## src/rtl/sweep_pkg.sv

```systemverilog
// Package with register map, modes and timing constants for the sweep controller
package sweep_pkg;
   // ------------------------------------------------------------
   // Register offsets (byte addresses)
   // ------------------------------------------------------------
   localparam logic [7:0] ADDR_CTRL     = 8'h00;
   localparam logic [7:0] ADDR_START    = 8'h04;
   localparam logic [7:0] ADDR_STOP     = 8'h08;
   localparam logic [7:0] ADDR_MANUAL   = 8'h0C;
   localparam logic [7:0] ADDR_TIME_MS  = 8'h10;
   localparam logic [7:0] ADDR_COUNT    = 8'h14;
   localparam logic [7:0] ADDR_STATUS   = 8'h18;
   localparam logic [7:0] ADDR_FREQ     = 8'h1C;
   // ------------------------------------------------------------
   // Control field positions
   // ------------------------------------------------------------
   localparam int CTRL_MODE_LSB  = 0;
   localparam int CTRL_DIR_BIT   = 4;
   localparam int CTRL_LOG_BIT   = 5;
   localparam int CTRL_TRIG_BIT  = 8;
   // ------------------------------------------------------------
   // Reset values and limits
   // ------------------------------------------------------------
   localparam logic [31:0] START_RST    = 32'h0000_1000;
   localparam logic [31:0] STOP_RST     = 32'h0010_0000;
   localparam logic [31:0] MANUAL_RST   = 32'h0000_1000;
   localparam logic [19:0] COUNT_RST    = 20'h0_0001;
   localparam logic [19:0] COUNT_MAX    = 20'hF_4240;
   localparam logic [19:0] TIME_MS_RST  = 20'h0_03E8;
   localparam logic [19:0] TIME_MS_MIN  = 20'h0_001E;
   localparam logic [19:0] TIME_MS_MAX  = 20'hF_4240;
   // ------------------------------------------------------------
   // Timing
   // ------------------------------------------------------------
   localparam int CLK_HZ         = 20000000;
   localparam int UPDATE_US      = 50;
   localparam int UPDATE_CYCLES  = (CLK_HZ / 1000000) * UPDATE_US;
   localparam int UPDATES_PER_MS = 1000 / UPDATE_US;
   localparam logic [31:0] LOG_SHIFT = 32'h0000_0010;

   typedef enum logic [2:0] {
      MODE_CONT_JUMP  = 3'h0,
      MODE_TRIG_JUMP  = 3'h1,
      MODE_HELD_JUMP  = 3'h2,
      MODE_CONT_BACK  = 3'h3,
      MODE_TRIG_BACK  = 3'h4,
      MODE_HELD_BACK  = 3'h5,
      MODE_MANUAL     = 3'h6
   } sweep_mode_t;

   typedef enum logic [1:0] {
      ST_IDLE   = 2'h0,
      ST_RISE   = 2'h1,
      ST_HOLD   = 2'h2,
      ST_FALL   = 2'h3
   } sweep_state_t;

   typedef struct packed {
      sweep_mode_t mode;
      logic        dir_down;
      logic        log_spacing;
   } sweep_cfg_t;
endpackage : sweep_pkg

```

## src/rtl/frequency_sweep_controller.sv

```systemverilog
// Frequency sweep controller with AHB-Lite register slave
`timescale 1ns/1ps
// Functional notes
// - Each trigger in a triggered mode runs count sweeps; default 1, max 1,000,000; code ignores the count in held jump-back, one sweep per start.
// - Sweep count only used in non-continuous modes.
// - Direction up sweeps start toward stop.
// - Direction down sweeps stop toward start.
// - Continuous jump-back loops start to stop then jumps to start.
// - Triggered jump-back waits trigger, sweeps, then jumps to start.
// - Held jump-back holds stop until next trigger, then returns to start.
// - Continuous sweep-back sweeps up then down, repeating forever.
// - Triggered sweep-back waits trigger, sweeps up then back, then idles.
// - Held sweep-back holds stop until next trigger, then sweeps back.
// - Manual mode outputs manual frequency when within start/stop range.
// - Sweep time 30 ms to 1000 s, default one second.
// - Linear spacing uses equal frequency steps per unit time.
// - Log spacing uses equal time per frequency decade; code uses step 1 below 65536, sweep-back returns keep the last forward step.
module frequency_sweep_controller (
   input  wire logic        clk_sys_in,
   input  wire logic        srst_in,
   input  wire logic        hsel_in,
   input  wire logic [31:0] haddr_in,
   input  wire logic [1:0]  htrans_in,
   input  wire logic        hwrite_in,
   input  wire logic [2:0]  hsize_in,
   input  wire logic [31:0] hwdata_in,
   input  wire logic        hready_in,
   output logic      [31:0] hrdata_out,
   output logic             hreadyout_out,
   output logic             hresp_out,
   input  wire logic        trigger_in,
   output logic      [31:0] freq_word_out,
   output logic             sweeping_out
);
   // ------------------------------------------------------------
   // Registers
   // ------------------------------------------------------------
   sweep_pkg::sweep_cfg_t   cfg;
   sweep_pkg::sweep_state_t state;
   logic [31:0] start_freq;
   logic [31:0] stop_freq;
   logic [31:0] manual_freq;
   logic [19:0] time_ms;
   logic [19:0] sweep_count;
   logic [19:0] sweeps_left;
   logic [31:0] freq;
   logic [31:0] tick_cnt;
   logic [31:0] step;
   logic [31:0] updates_left;
   logic        soft_trig;
   logic        trig_meta;
   logic        trig_sync;
   logic        trig_prev;
   logic        wr_pend;
   logic [7:0]  wr_addr;

   // ------------------------------------------------------------
   // Helpers
   // ------------------------------------------------------------
   function automatic logic [19:0] clamp20(input logic [31:0] v, input logic [19:0] lo,
                                           input logic [19:0] hi);
      clamp20 = (v < 32'(lo)) ? lo : ((v > 32'(hi)) ? hi : v[19:0]);
   endfunction : clamp20

   function automatic logic [31:0] divu(input logic [31:0] a, input logic [31:0] b);
      divu = (b == 32'h0000_0000) ? 32'h0000_0001 : ((a / b == 32'h0) ? 32'h0000_0001 : a / b);
   endfunction : divu

   // Step toward a target, never past it and never wrapping
   function automatic logic [31:0] approach(input logic [31:0] f, input logic [31:0] s,
                                            input logic [31:0] tgt, input logic up);
      logic [32:0] sum;
      sum = {1'b0, f} + {1'b0, s};
      if (up) begin
         approach = (sum > {1'b0, tgt}) ? tgt : sum[31:0];
      end else begin
         approach = ((s > f) || (f - s < tgt)) ? tgt : f - s;
      end
   endfunction : approach

   // ------------------------------------------------------------
   // Bus decode
   // ------------------------------------------------------------
   wire         bus_go    = hsel_in && hready_in && htrans_in[1];
   wire         bus_wr    = bus_go && hwrite_in;
   wire         bus_rd    = bus_go && !hwrite_in;
   wire [7:0]   rd_addr   = haddr_in[7:0];
   wire         cont_mode = (cfg.mode == sweep_pkg::MODE_CONT_JUMP) ||
                            (cfg.mode == sweep_pkg::MODE_CONT_BACK);
   wire         back_mode = (cfg.mode == sweep_pkg::MODE_CONT_BACK) ||
                            (cfg.mode == sweep_pkg::MODE_TRIG_BACK) ||
                            (cfg.mode == sweep_pkg::MODE_HELD_BACK);
   wire         held_mode = (cfg.mode == sweep_pkg::MODE_HELD_JUMP) ||
                            (cfg.mode == sweep_pkg::MODE_HELD_BACK);
   wire         manual    = (cfg.mode == sweep_pkg::MODE_MANUAL);
   wire [31:0]  lo_freq   = (start_freq < stop_freq) ? start_freq : stop_freq;
   wire [31:0]  hi_freq   = (start_freq < stop_freq) ? stop_freq : start_freq;
   wire [31:0]  from_freq = cfg.dir_down ? stop_freq : start_freq;
   wire [31:0]  to_freq   = cfg.dir_down ? start_freq : stop_freq;
   wire [31:0]  span      = hi_freq - lo_freq;
   wire [31:0]  n_updates = 32'(time_ms) * 32'(sweep_pkg::UPDATES_PER_MS);
   wire [31:0]  lin_step  = divu(span, n_updates);
   wire [31:0]  log_mul   = divu(32'(time_ms) * 32'h0000_0002, 32'h0000_0001);
   wire [31:0]  log_step  = (freq >> sweep_pkg::LOG_SHIFT[4:0]) == 32'h0 ?
                            32'h0000_0001 : divu(freq, log_mul >> 4);
   wire [31:0]  cur_step  = cfg.log_spacing ? log_step : lin_step;
   wire         tick      = (tick_cnt == 32'(sweep_pkg::UPDATE_CYCLES - 1));
   wire         trig_ev   = (trig_sync && !trig_prev) || soft_trig;
   wire         rising_up = (to_freq >= from_freq);
   wire         seg_done  = (updates_left == 32'h0000_0001);
   wire [31:0]  fwd_next  = approach(freq, step, to_freq, rising_up);
   wire [31:0]  rev_next  = approach(freq, step, from_freq, !rising_up);
   wire         man_ok    = (manual_freq >= lo_freq) && (manual_freq <= hi_freq);

   // ------------------------------------------------------------
   // Trigger synchroniser
   // ------------------------------------------------------------
   always_ff @(posedge clk_sys_in) begin
      trig_meta <= srst_in ? 1'b0 : trigger_in;
      trig_sync <= srst_in ? 1'b0 : trig_meta;
      trig_prev <= srst_in ? 1'b0 : trig_sync;
   end

   // ------------------------------------------------------------
   // Register file
   // ------------------------------------------------------------
   always_ff @(posedge clk_sys_in) begin
      if (srst_in) begin
         wr_pend     <= 1'b0;
         wr_addr     <= 8'h00;
         hrdata_out  <= 32'h0000_0000;
         cfg         <= '{mode: sweep_pkg::MODE_CONT_JUMP, dir_down: 1'b0, log_spacing: 1'b0};
         start_freq  <= sweep_pkg::START_RST;
         stop_freq   <= sweep_pkg::STOP_RST;
         manual_freq <= sweep_pkg::MANUAL_RST;
         time_ms     <= sweep_pkg::TIME_MS_RST;
         sweep_count <= sweep_pkg::COUNT_RST;
         soft_trig   <= 1'b0;
      end else begin
         wr_pend   <= bus_wr;
         wr_addr   <= rd_addr;
         soft_trig <= 1'b0;
         if (bus_rd) begin
            case (rd_addr)
               sweep_pkg::ADDR_CTRL:    hrdata_out <= {26'h0, cfg.log_spacing, cfg.dir_down, 1'b0, cfg.mode};
               sweep_pkg::ADDR_START:   hrdata_out <= start_freq;
               sweep_pkg::ADDR_STOP:    hrdata_out <= stop_freq;
               sweep_pkg::ADDR_MANUAL:  hrdata_out <= manual_freq;
               sweep_pkg::ADDR_TIME_MS: hrdata_out <= {12'h000, time_ms};
               sweep_pkg::ADDR_COUNT:   hrdata_out <= {12'h000, sweep_count};
               sweep_pkg::ADDR_STATUS:  hrdata_out <= {10'h000, sweeps_left, state};
               sweep_pkg::ADDR_FREQ:    hrdata_out <= freq_word_out;
               default:                 hrdata_out <= 32'h0000_0000;
            endcase
         end
         if (wr_pend) begin
            case (wr_addr)
               sweep_pkg::ADDR_CTRL: begin
                  if (hwdata_in[2:0] <= 3'h6) begin
                     cfg.mode <= sweep_pkg::sweep_mode_t'(hwdata_in[2:0]);
                  end
                  cfg.dir_down    <= hwdata_in[sweep_pkg::CTRL_DIR_BIT];
                  cfg.log_spacing <= hwdata_in[sweep_pkg::CTRL_LOG_BIT];
                  soft_trig       <= hwdata_in[sweep_pkg::CTRL_TRIG_BIT];
               end
               sweep_pkg::ADDR_START:   start_freq  <= hwdata_in;
               sweep_pkg::ADDR_STOP:    stop_freq   <= hwdata_in;
               sweep_pkg::ADDR_MANUAL:  manual_freq <= hwdata_in;
               sweep_pkg::ADDR_TIME_MS: time_ms     <= clamp20(hwdata_in, sweep_pkg::TIME_MS_MIN,
                                                               sweep_pkg::TIME_MS_MAX);
               sweep_pkg::ADDR_COUNT:   sweep_count <= clamp20(hwdata_in, sweep_pkg::COUNT_RST,
                                                               sweep_pkg::COUNT_MAX);
               default: ;
            endcase
         end
      end
   end

   assign hreadyout_out = 1'b1;
   assign hresp_out     = 1'b0;

   // ------------------------------------------------------------
   // Sweep sequencer
   // ------------------------------------------------------------
   always_ff @(posedge clk_sys_in) begin
      if (srst_in) begin
         state        <= sweep_pkg::ST_IDLE;
         tick_cnt     <= 32'h0000_0000;
         freq         <= sweep_pkg::START_RST;
         step         <= 32'h0000_0001;
         updates_left <= 32'h0000_0001;
         sweeps_left  <= 20'h0_0000;
      end else begin
         tick_cnt <= tick ? 32'h0000_0000 : tick_cnt + 32'h0000_0001;
         if (manual) begin
            state <= sweep_pkg::ST_IDLE;
            freq  <= man_ok ? manual_freq : from_freq;
         end else begin
            case (state)
               sweep_pkg::ST_IDLE: begin
                  freq <= from_freq;
                  if (cont_mode || trig_ev) begin
                     state        <= sweep_pkg::ST_RISE;
                     step         <= cur_step;
                     updates_left <= n_updates;
                     sweeps_left  <= cont_mode ? 20'h0_0000 : sweep_count - 20'h0_0001;
                  end
               end
               sweep_pkg::ST_RISE: if (tick) begin
                  step         <= cur_step;
                  updates_left <= updates_left - 32'h0000_0001;
                  freq         <= fwd_next;
                  if (seg_done) begin
                     freq <= to_freq;
                     if (held_mode) begin
                        state <= sweep_pkg::ST_HOLD;
                     end else if (back_mode) begin
                        state        <= sweep_pkg::ST_FALL;
                        updates_left <= n_updates;
                     end else if (sweeps_left != 20'h0_0000) begin
                        sweeps_left  <= sweeps_left - 20'h0_0001;
                        freq         <= from_freq;
                        updates_left <= n_updates;
                     end else begin
                        state <= sweep_pkg::ST_IDLE;
                        freq  <= from_freq;
                     end
                  end
               end
               sweep_pkg::ST_HOLD: if (trig_ev) begin
                  if (back_mode) begin
                     state        <= sweep_pkg::ST_FALL;
                     updates_left <= n_updates;
                  end else begin
                     state <= sweep_pkg::ST_IDLE;
                     freq  <= from_freq;
                  end
               end
               sweep_pkg::ST_FALL: if (tick) begin
                  updates_left <= updates_left - 32'h0000_0001;
                  freq         <= rev_next;
                  if (seg_done) begin
                     freq <= from_freq;
                     if (sweeps_left != 20'h0_0000) begin
                        sweeps_left  <= sweeps_left - 20'h0_0001;
                        state        <= sweep_pkg::ST_RISE;
                        updates_left <= n_updates;
                     end else begin
                        state <= sweep_pkg::ST_IDLE;
                     end
                  end
               end
               default: state <= sweep_pkg::ST_IDLE;
            endcase
         end
      end
   end

   assign freq_word_out = freq;
   assign sweeping_out  = (state != sweep_pkg::ST_IDLE);

   // ------------------------------------------------------------
   // Assertions
   // ------------------------------------------------------------
   property p_manual_out;
      @(posedge clk_sys_in) disable iff (srst_in)
      (manual && man_ok) |=> (freq_word_out == $past(manual_freq)) || !$past(manual);
   endproperty
   a_manual_out: assert property (p_manual_out) else $error("manual frequency not output");

   property p_cont_restart;
      @(posedge clk_sys_in) disable iff (srst_in)
      (state == sweep_pkg::ST_IDLE && cont_mode && !manual) |=> (state == sweep_pkg::ST_RISE);
   endproperty
   a_cont_restart: assert property (p_cont_restart) else $error("continuous mode did not restart");

   property p_idle_wait;
      @(posedge clk_sys_in) disable iff (srst_in)
      (state == sweep_pkg::ST_IDLE && !cont_mode && !manual && !trig_ev) |=> (state == sweep_pkg::ST_IDLE);
   endproperty
   a_idle_wait: assert property (p_idle_wait) else $error("sweep started without trigger");

   property p_hold_stop;
      @(posedge clk_sys_in) disable iff (srst_in)
      (state == sweep_pkg::ST_HOLD && !trig_ev && !manual) |=> (freq_word_out == $past(freq_word_out));
   endproperty
   a_hold_stop: assert property (p_hold_stop) else $error("held frequency moved");

   property p_hold_back;
      @(posedge clk_sys_in) disable iff (srst_in)
      (state == sweep_pkg::ST_HOLD && trig_ev && back_mode && !manual) |=> (state == sweep_pkg::ST_FALL);
   endproperty
   a_hold_back: assert property (p_hold_back) else $error("held sweep-back did not fall");

   property p_idle_start;
      @(posedge clk_sys_in) disable iff (srst_in)
      (state == sweep_pkg::ST_IDLE && !manual) |=> (freq_word_out == $past(from_freq));
   endproperty
   a_idle_start: assert property (p_idle_start) else $error("idle frequency not at sweep origin");

   property p_count_range;
      @(posedge clk_sys_in) disable iff (srst_in)
      (sweep_count >= sweep_pkg::COUNT_RST) && (sweep_count <= sweep_pkg::COUNT_MAX);
   endproperty
   a_count_range: assert property (p_count_range) else $error("sweep count out of range");

   property p_time_range;
      @(posedge clk_sys_in) disable iff (srst_in)
      (time_ms >= sweep_pkg::TIME_MS_MIN) && (time_ms <= sweep_pkg::TIME_MS_MAX);
   endproperty
   a_time_range: assert property (p_time_range) else $error("sweep time out of range");

   property p_tick_rate;
      @(posedge clk_sys_in) disable iff (srst_in)
      tick |=> !tick [*8];
   endproperty
   a_tick_rate: assert property (p_tick_rate) else $error("update tick too frequent");
endmodule : frequency_sweep_controller

```

## config.mk

```make
export PLATFORM = sky130hd
export DESIGN_NAME = frequency_sweep_controller
export DESIGN_NICKNAME = d
export VERILOG_FILES = /design/src/rtl/sweep_pkg.sv /design/src/rtl/frequency_sweep_controller.sv
export SDC_FILE = /design/constraint.sdc
export NUM_CORES = 2
export LEC_CHECK = 0
export ABC_AREA = 1
export BUFFER_PORTS_ARGS = -buffer_cell sky130_fd_sc_hd__buf_4
export CORE_MARGIN = 1
export CORE_UTILIZATION = 45
export DETAILED_ROUTE_END_ITERATION = 12
export PLACE_DENSITY = 0.57
export RECOVER_POWER = 25
export SYNTH_ARGS = -nofsm -noshare
export SYNTH_HDL_FRONTEND = slang
export SYNTH_SLANG_ARGS = --single-unit
```

## constraint.sdc

```tcl
create_clock -name clk_sys_in -period 156.4 [get_ports clk_sys_in]
set_clock_uncertainty 0.2 [all_clocks]
set_input_delay 15.64 -clock clk_sys_in [delete_from_list [all_inputs] [get_ports clk_sys_in]]
set_output_delay 15.64 -clock clk_sys_in [all_outputs]
set_load 0.05 [all_outputs]
```

==> load_flow_metrics.sql <==
INSERT INTO impl_metrics (metric_group, metric, value, unit) VALUES
('worst_setup_path', 'cpPeakStageDelay', '0.97', 'ns'),
('timing', 'fmax', '9.701', 'MHz'),
('global_route', 'grt_start_max_net_pins', '96', ''),
('floorplan', 'ioPinCount', '142', ''),
('timing', 'setup_viol', '0', ''),
('routing', 'num_vias', '86220', ''),
('timing', 'rsz0062_at_grt', 'false', ''),
('finish', 'nNetsFinal', '13950', ''),
('timing', 'slew_margin_rel', '-101.1', '%'),
('floorplan', 'initial_core_util', '45.34', '%'),
('floorplan', 'dieArea', '174500', 'um^2'),
('synthesis', 'ys_ff_latch', '336', ''),
('worst_setup_path', 'critPathSlowestCell', 'sky130_fd_sc_hd__dfxtp_1', ''),
('clocking', 'insertion_delay', '0.72', 'ns'),
('clocking', 'clock-sinks', '336', ''),
('global_route', 'antenna_found_initial', '19', ''),
('synthesis', 'number_of_enable_flip_flop_cells_after_synthesis', '0', ''),
('placement', 'post-dp-hpwl', '246400', 'um'),
('clocking', 'clock_tree.buffer_depth', '3', ''),
('synthesis', 'dominantRegCellSynth', 'sky130_fd_sc_hd__dfxtp_1', ''),
('synthesis', 'synth_area', '77780', 'um^2'),
('placement', 'io_buffers', '111', ''),
('routing', 'finalWirelength', '310000', 'um'),
('routing', 'detail_route.drc_violations', '0', ''),
('synthesis', 'syn-instance-count', '12790', ''),
('finish', 'layout_commonest_cell', 'sky130_fd_sc_hd__nand2_1', ''),
('timing', 'final_min_period_over_clock_period', '65.91', '%'),
('synthesis', 'synthesis.nets', '14040', ''),
('finish', 'layout_common_cells', 'sky130_fd_sc_hd__nand2_1 (2686), sky130_fd_sc_hd__inv_1 (1730), sky130_fd_sc_hd__a21oi_1 (1268)', ''),
('floorplan', 'core_region_area', '171500', 'um^2'),
('global_route', 'vias_in_the_first_global_route', '79590', ''),
('synthesis', 'seq_area_frac_synth', '8.648', '%'),
('timing', 'finalCriticalPeriod', '103.08', 'ns'),
('run_status', 'run_status', 'finished with violations', ''),
('worst_setup_path', 'crit_required', '156.81', 'ns'),
('global_route', 'grt_util_all_layers', '34.34', '%'),
('finish', 'seq_area', '6731', 'um^2'),
('floorplan', 'die-width', '417.7', 'um'),
('synthesis', 'yosys_warning_count', '0', ''),
('clocking', 'clock_tree_from_tritoncts', 'done', ''),
('finish', 'fillCellCount', '18100', ''),
('clocking', 'depth_of_the_cts_h_tree', '2', ''),
('global_route', 'globalRoute.totalOverflow', '0', ''),
('worst_setup_path', 'worstSetupStartpointType', 'flop', ''),
('timing', 'tightestPinTransition', '3.001', 'ns'),
('routing', 'route.detailed.vias_per_inst', '5.728', ''),
('routing', 'first_drt_iteration_drcs', '7277', ''),
('placement', 'gp_routability_congestion', '1.027', ''),
('routing', 'detail-route-antenna-nets', '0', ''),
('worst_setup_path', 'crit_path_frequent_cell', 'sky130_fd_sc_hd__nand2_1', ''),
('run_status', 'violations', 'capacitance limit, slew limit', ''),
('finish', 'multiInputGateArea', '62450', 'um^2'),
('floorplan', 'floorplan.rows', '152', ''),
('worst_setup_path', 'critPathMaxFanout', '37', ''),
('synthesis', 'post_synth_num_cell_types', '99', ''),
('routing', 'wl_per_cell', '20.60', 'um'),
('timing', 'report.final.hold_viol_count', '0', ''),
('finish', 'area.growth.synth_to_final', '6.362', '%'),
('job', 'cap_viol_max_count', '3', ''),
('clocking', 'worst_setup_hold_path_clk_slew', '0.06', 'ns'),
('worst_setup_path', 'critical_path.endpoint_type', 'flop', ''),
('global_route', 'grt_first_pass_wirelength', '469400', 'um'),
('floorplan', 'die_height', '417.7', 'um'),
('worst_setup_path', 'timing.setup.critical_path_class', 'flop to flop', ''),
('clocking', 'clk_root_buf', 'sky130_fd_sc_hd__clkbuf_16', ''),
('finish', 'post_route_cells_drive_above_1_share', '7.216', '%'),
('clocking', 'cts_buffers', '48', ''),
('timing', 'finalMaxSlewViolations', '158', ''),
('clocking', 'post_cts_resize_count', '0', ''),
('routing', 'drt_first_pass_iters', '8', ''),
('synthesis', 'synth-async-reset-ratio', '0', '%'),
('timing', 'totalNegativeSetupSlack', '0', 'ns'),
('hold_path', 'timing.hold.worst.class', 'flop to flop', ''),
('clocking', 'number_of_hold_buffers_added_after_cts', '0', ''),
('clocking', 'post_cts.repair.setup_buffers', '0', ''),
('worst_setup_path', 'critical_path_arrival', '103.49', 'ns'),
('synthesis', 'synth_area_per_cell', '6.083', 'um^2');
==> final timing paths <==
path | start | endpoint | slack, ns | cells after the start
setup / recovery | time_ms[3] | step[29] | 53.32 | 621
hold / removal | trig_meta | trig_sync | 0.21 | 2
setup reg to reg | time_ms[3] | step[29] | 53.32 | 621
hold reg to reg | trig_meta | trig_sync | 0.21 | 2
==> final cells by class <==
cell class | instances | area share (%)
Clock inverter | 27 | 0.4477
Tap cell | 2310 | 3.494
Sequential cell | 336 | 8.137
Multi-Input combinational cell | 10210 | 75.50
Clock buffer | 62 | 1.661
Timing Repair Buffer | 259 | 2.332
Antenna cell | 8 | 0.02420
Inverter | 1842 | 8.408
==> cell families after synthesis <==
kind of cell / after synthesis / synth area share, %
AND/OR/NAND/NOR: 4925 / 28.06
AO/OA/AOI/OAI: 3360 / 24.65
buffers and inverters: 2242 / 11.25
adder cells (fa/ha/maj): 1178 / 18.98
XOR/XNOR: 737 / 8.319
flip-flops: 336 / 8.648
multiplexers: 7 / 0.09009
other: 2 / 0.009656
==> per-stage QoR <==
step | std cells | instance area (um^2) | hold slack (ns) | util [%] | setup slack [ns]
floorplan | 12790 | 77780 | 0.1883 | - | 75.34
global placement | 14960 | 80980 | 0.2152 | 47.21 | 56.32
detailed placement | 14960 | 80980 | 0.2065 | 47.21 | 54.81
CTS | 15050 | 82720 | 0.2190 | 48.22 | 54.50
global route | 15050 | 82720 | 0.2391 | 48.22 | 42.36
finish | 15050 | 82730 | 0.2146 | 48.22 | 53.32
==> cell usage after synthesis (all sizes together), types with 6 or more instances <==
master | n | area, um^2
a211oi | 67 | 503.0
a21boi | 16 | 120.1
a21o | 51 | 384.1
a21oi | 1305 | 6704
a221oi | 55 | 481.7
a22oi | 20 | 150.1
a31oi | 95 | 594.3
a32oi | 6 | 52.55
and2 | 17 | 110.1
buf | 62 | 447.9
clkbuf | 338 | 1349
clkinv | 32 | 130.1
dfxtp | 336 | 6726
ha | 1175 | 14700
inv | 1808 | 6802
mux2i | 7 | 70.07
nand2 | 2818 | 11020
nand3 | 601 | 3413
nand3b | 27 | 206.5
nand4 | 182 | 1197
nor2 | 904 | 3661
nor3 | 168 | 888.3
nor3b | 6 | 45.04
nor4 | 58 | 369.1
o2111ai | 12 | 105.1
o211ai | 79 | 593.1
o21a | 29 | 219.0
o21ai | 1276 | 6472
o21bai | 90 | 739.5
o221ai | 75 | 663.1
o22ai | 69 | 431.7
o311ai | 6 | 52.55
o31ai | 62 | 465.5
o41ai | 17 | 148.9
or2 | 131 | 819.5
xnor2 | 231 | 2023
xor2 | 506 | 4447
==> registers in the layout (all words and copies together), names as in the netlist, 2 cells and up <==
register	flops
freq_word_out	32
hrdata_out	32
manual_freq	32
start_freq	32
step	32
stop_freq	32
tick_cnt	32
updates_left	32
sweep_count	20
sweeps_left	20
time_ms	20
wr_addr	8
cfg	5
state	2
==> metal layers <==
metal,track usage (%),up-vias,part of all wire (%)
met5,0,-,0.013
met4,17.35,6,6.0
met3,4.971,621,7.6
met2,54.72,2918,43
met1,44.91,39700,44
li1,-,42970,-
==> worst max-delay path: cells and delay by family, from the launching register on <==
| kind | cells | cell delay (ns) |
|---|---|---|
| buf+inv | 133 | 19.40 |
| fa+ha+maj | 32 | 9.95 |
| compound gates | 213 | 43.65 |
| xor+xnor | 1 | 0.15 |
| simple gates | 242 | 28.16 |
| flops | 1 | 0.97 |
Power is not shown: default switching activity piles up to over one toggle a cycle in this logic, so the estimate is an artifact.
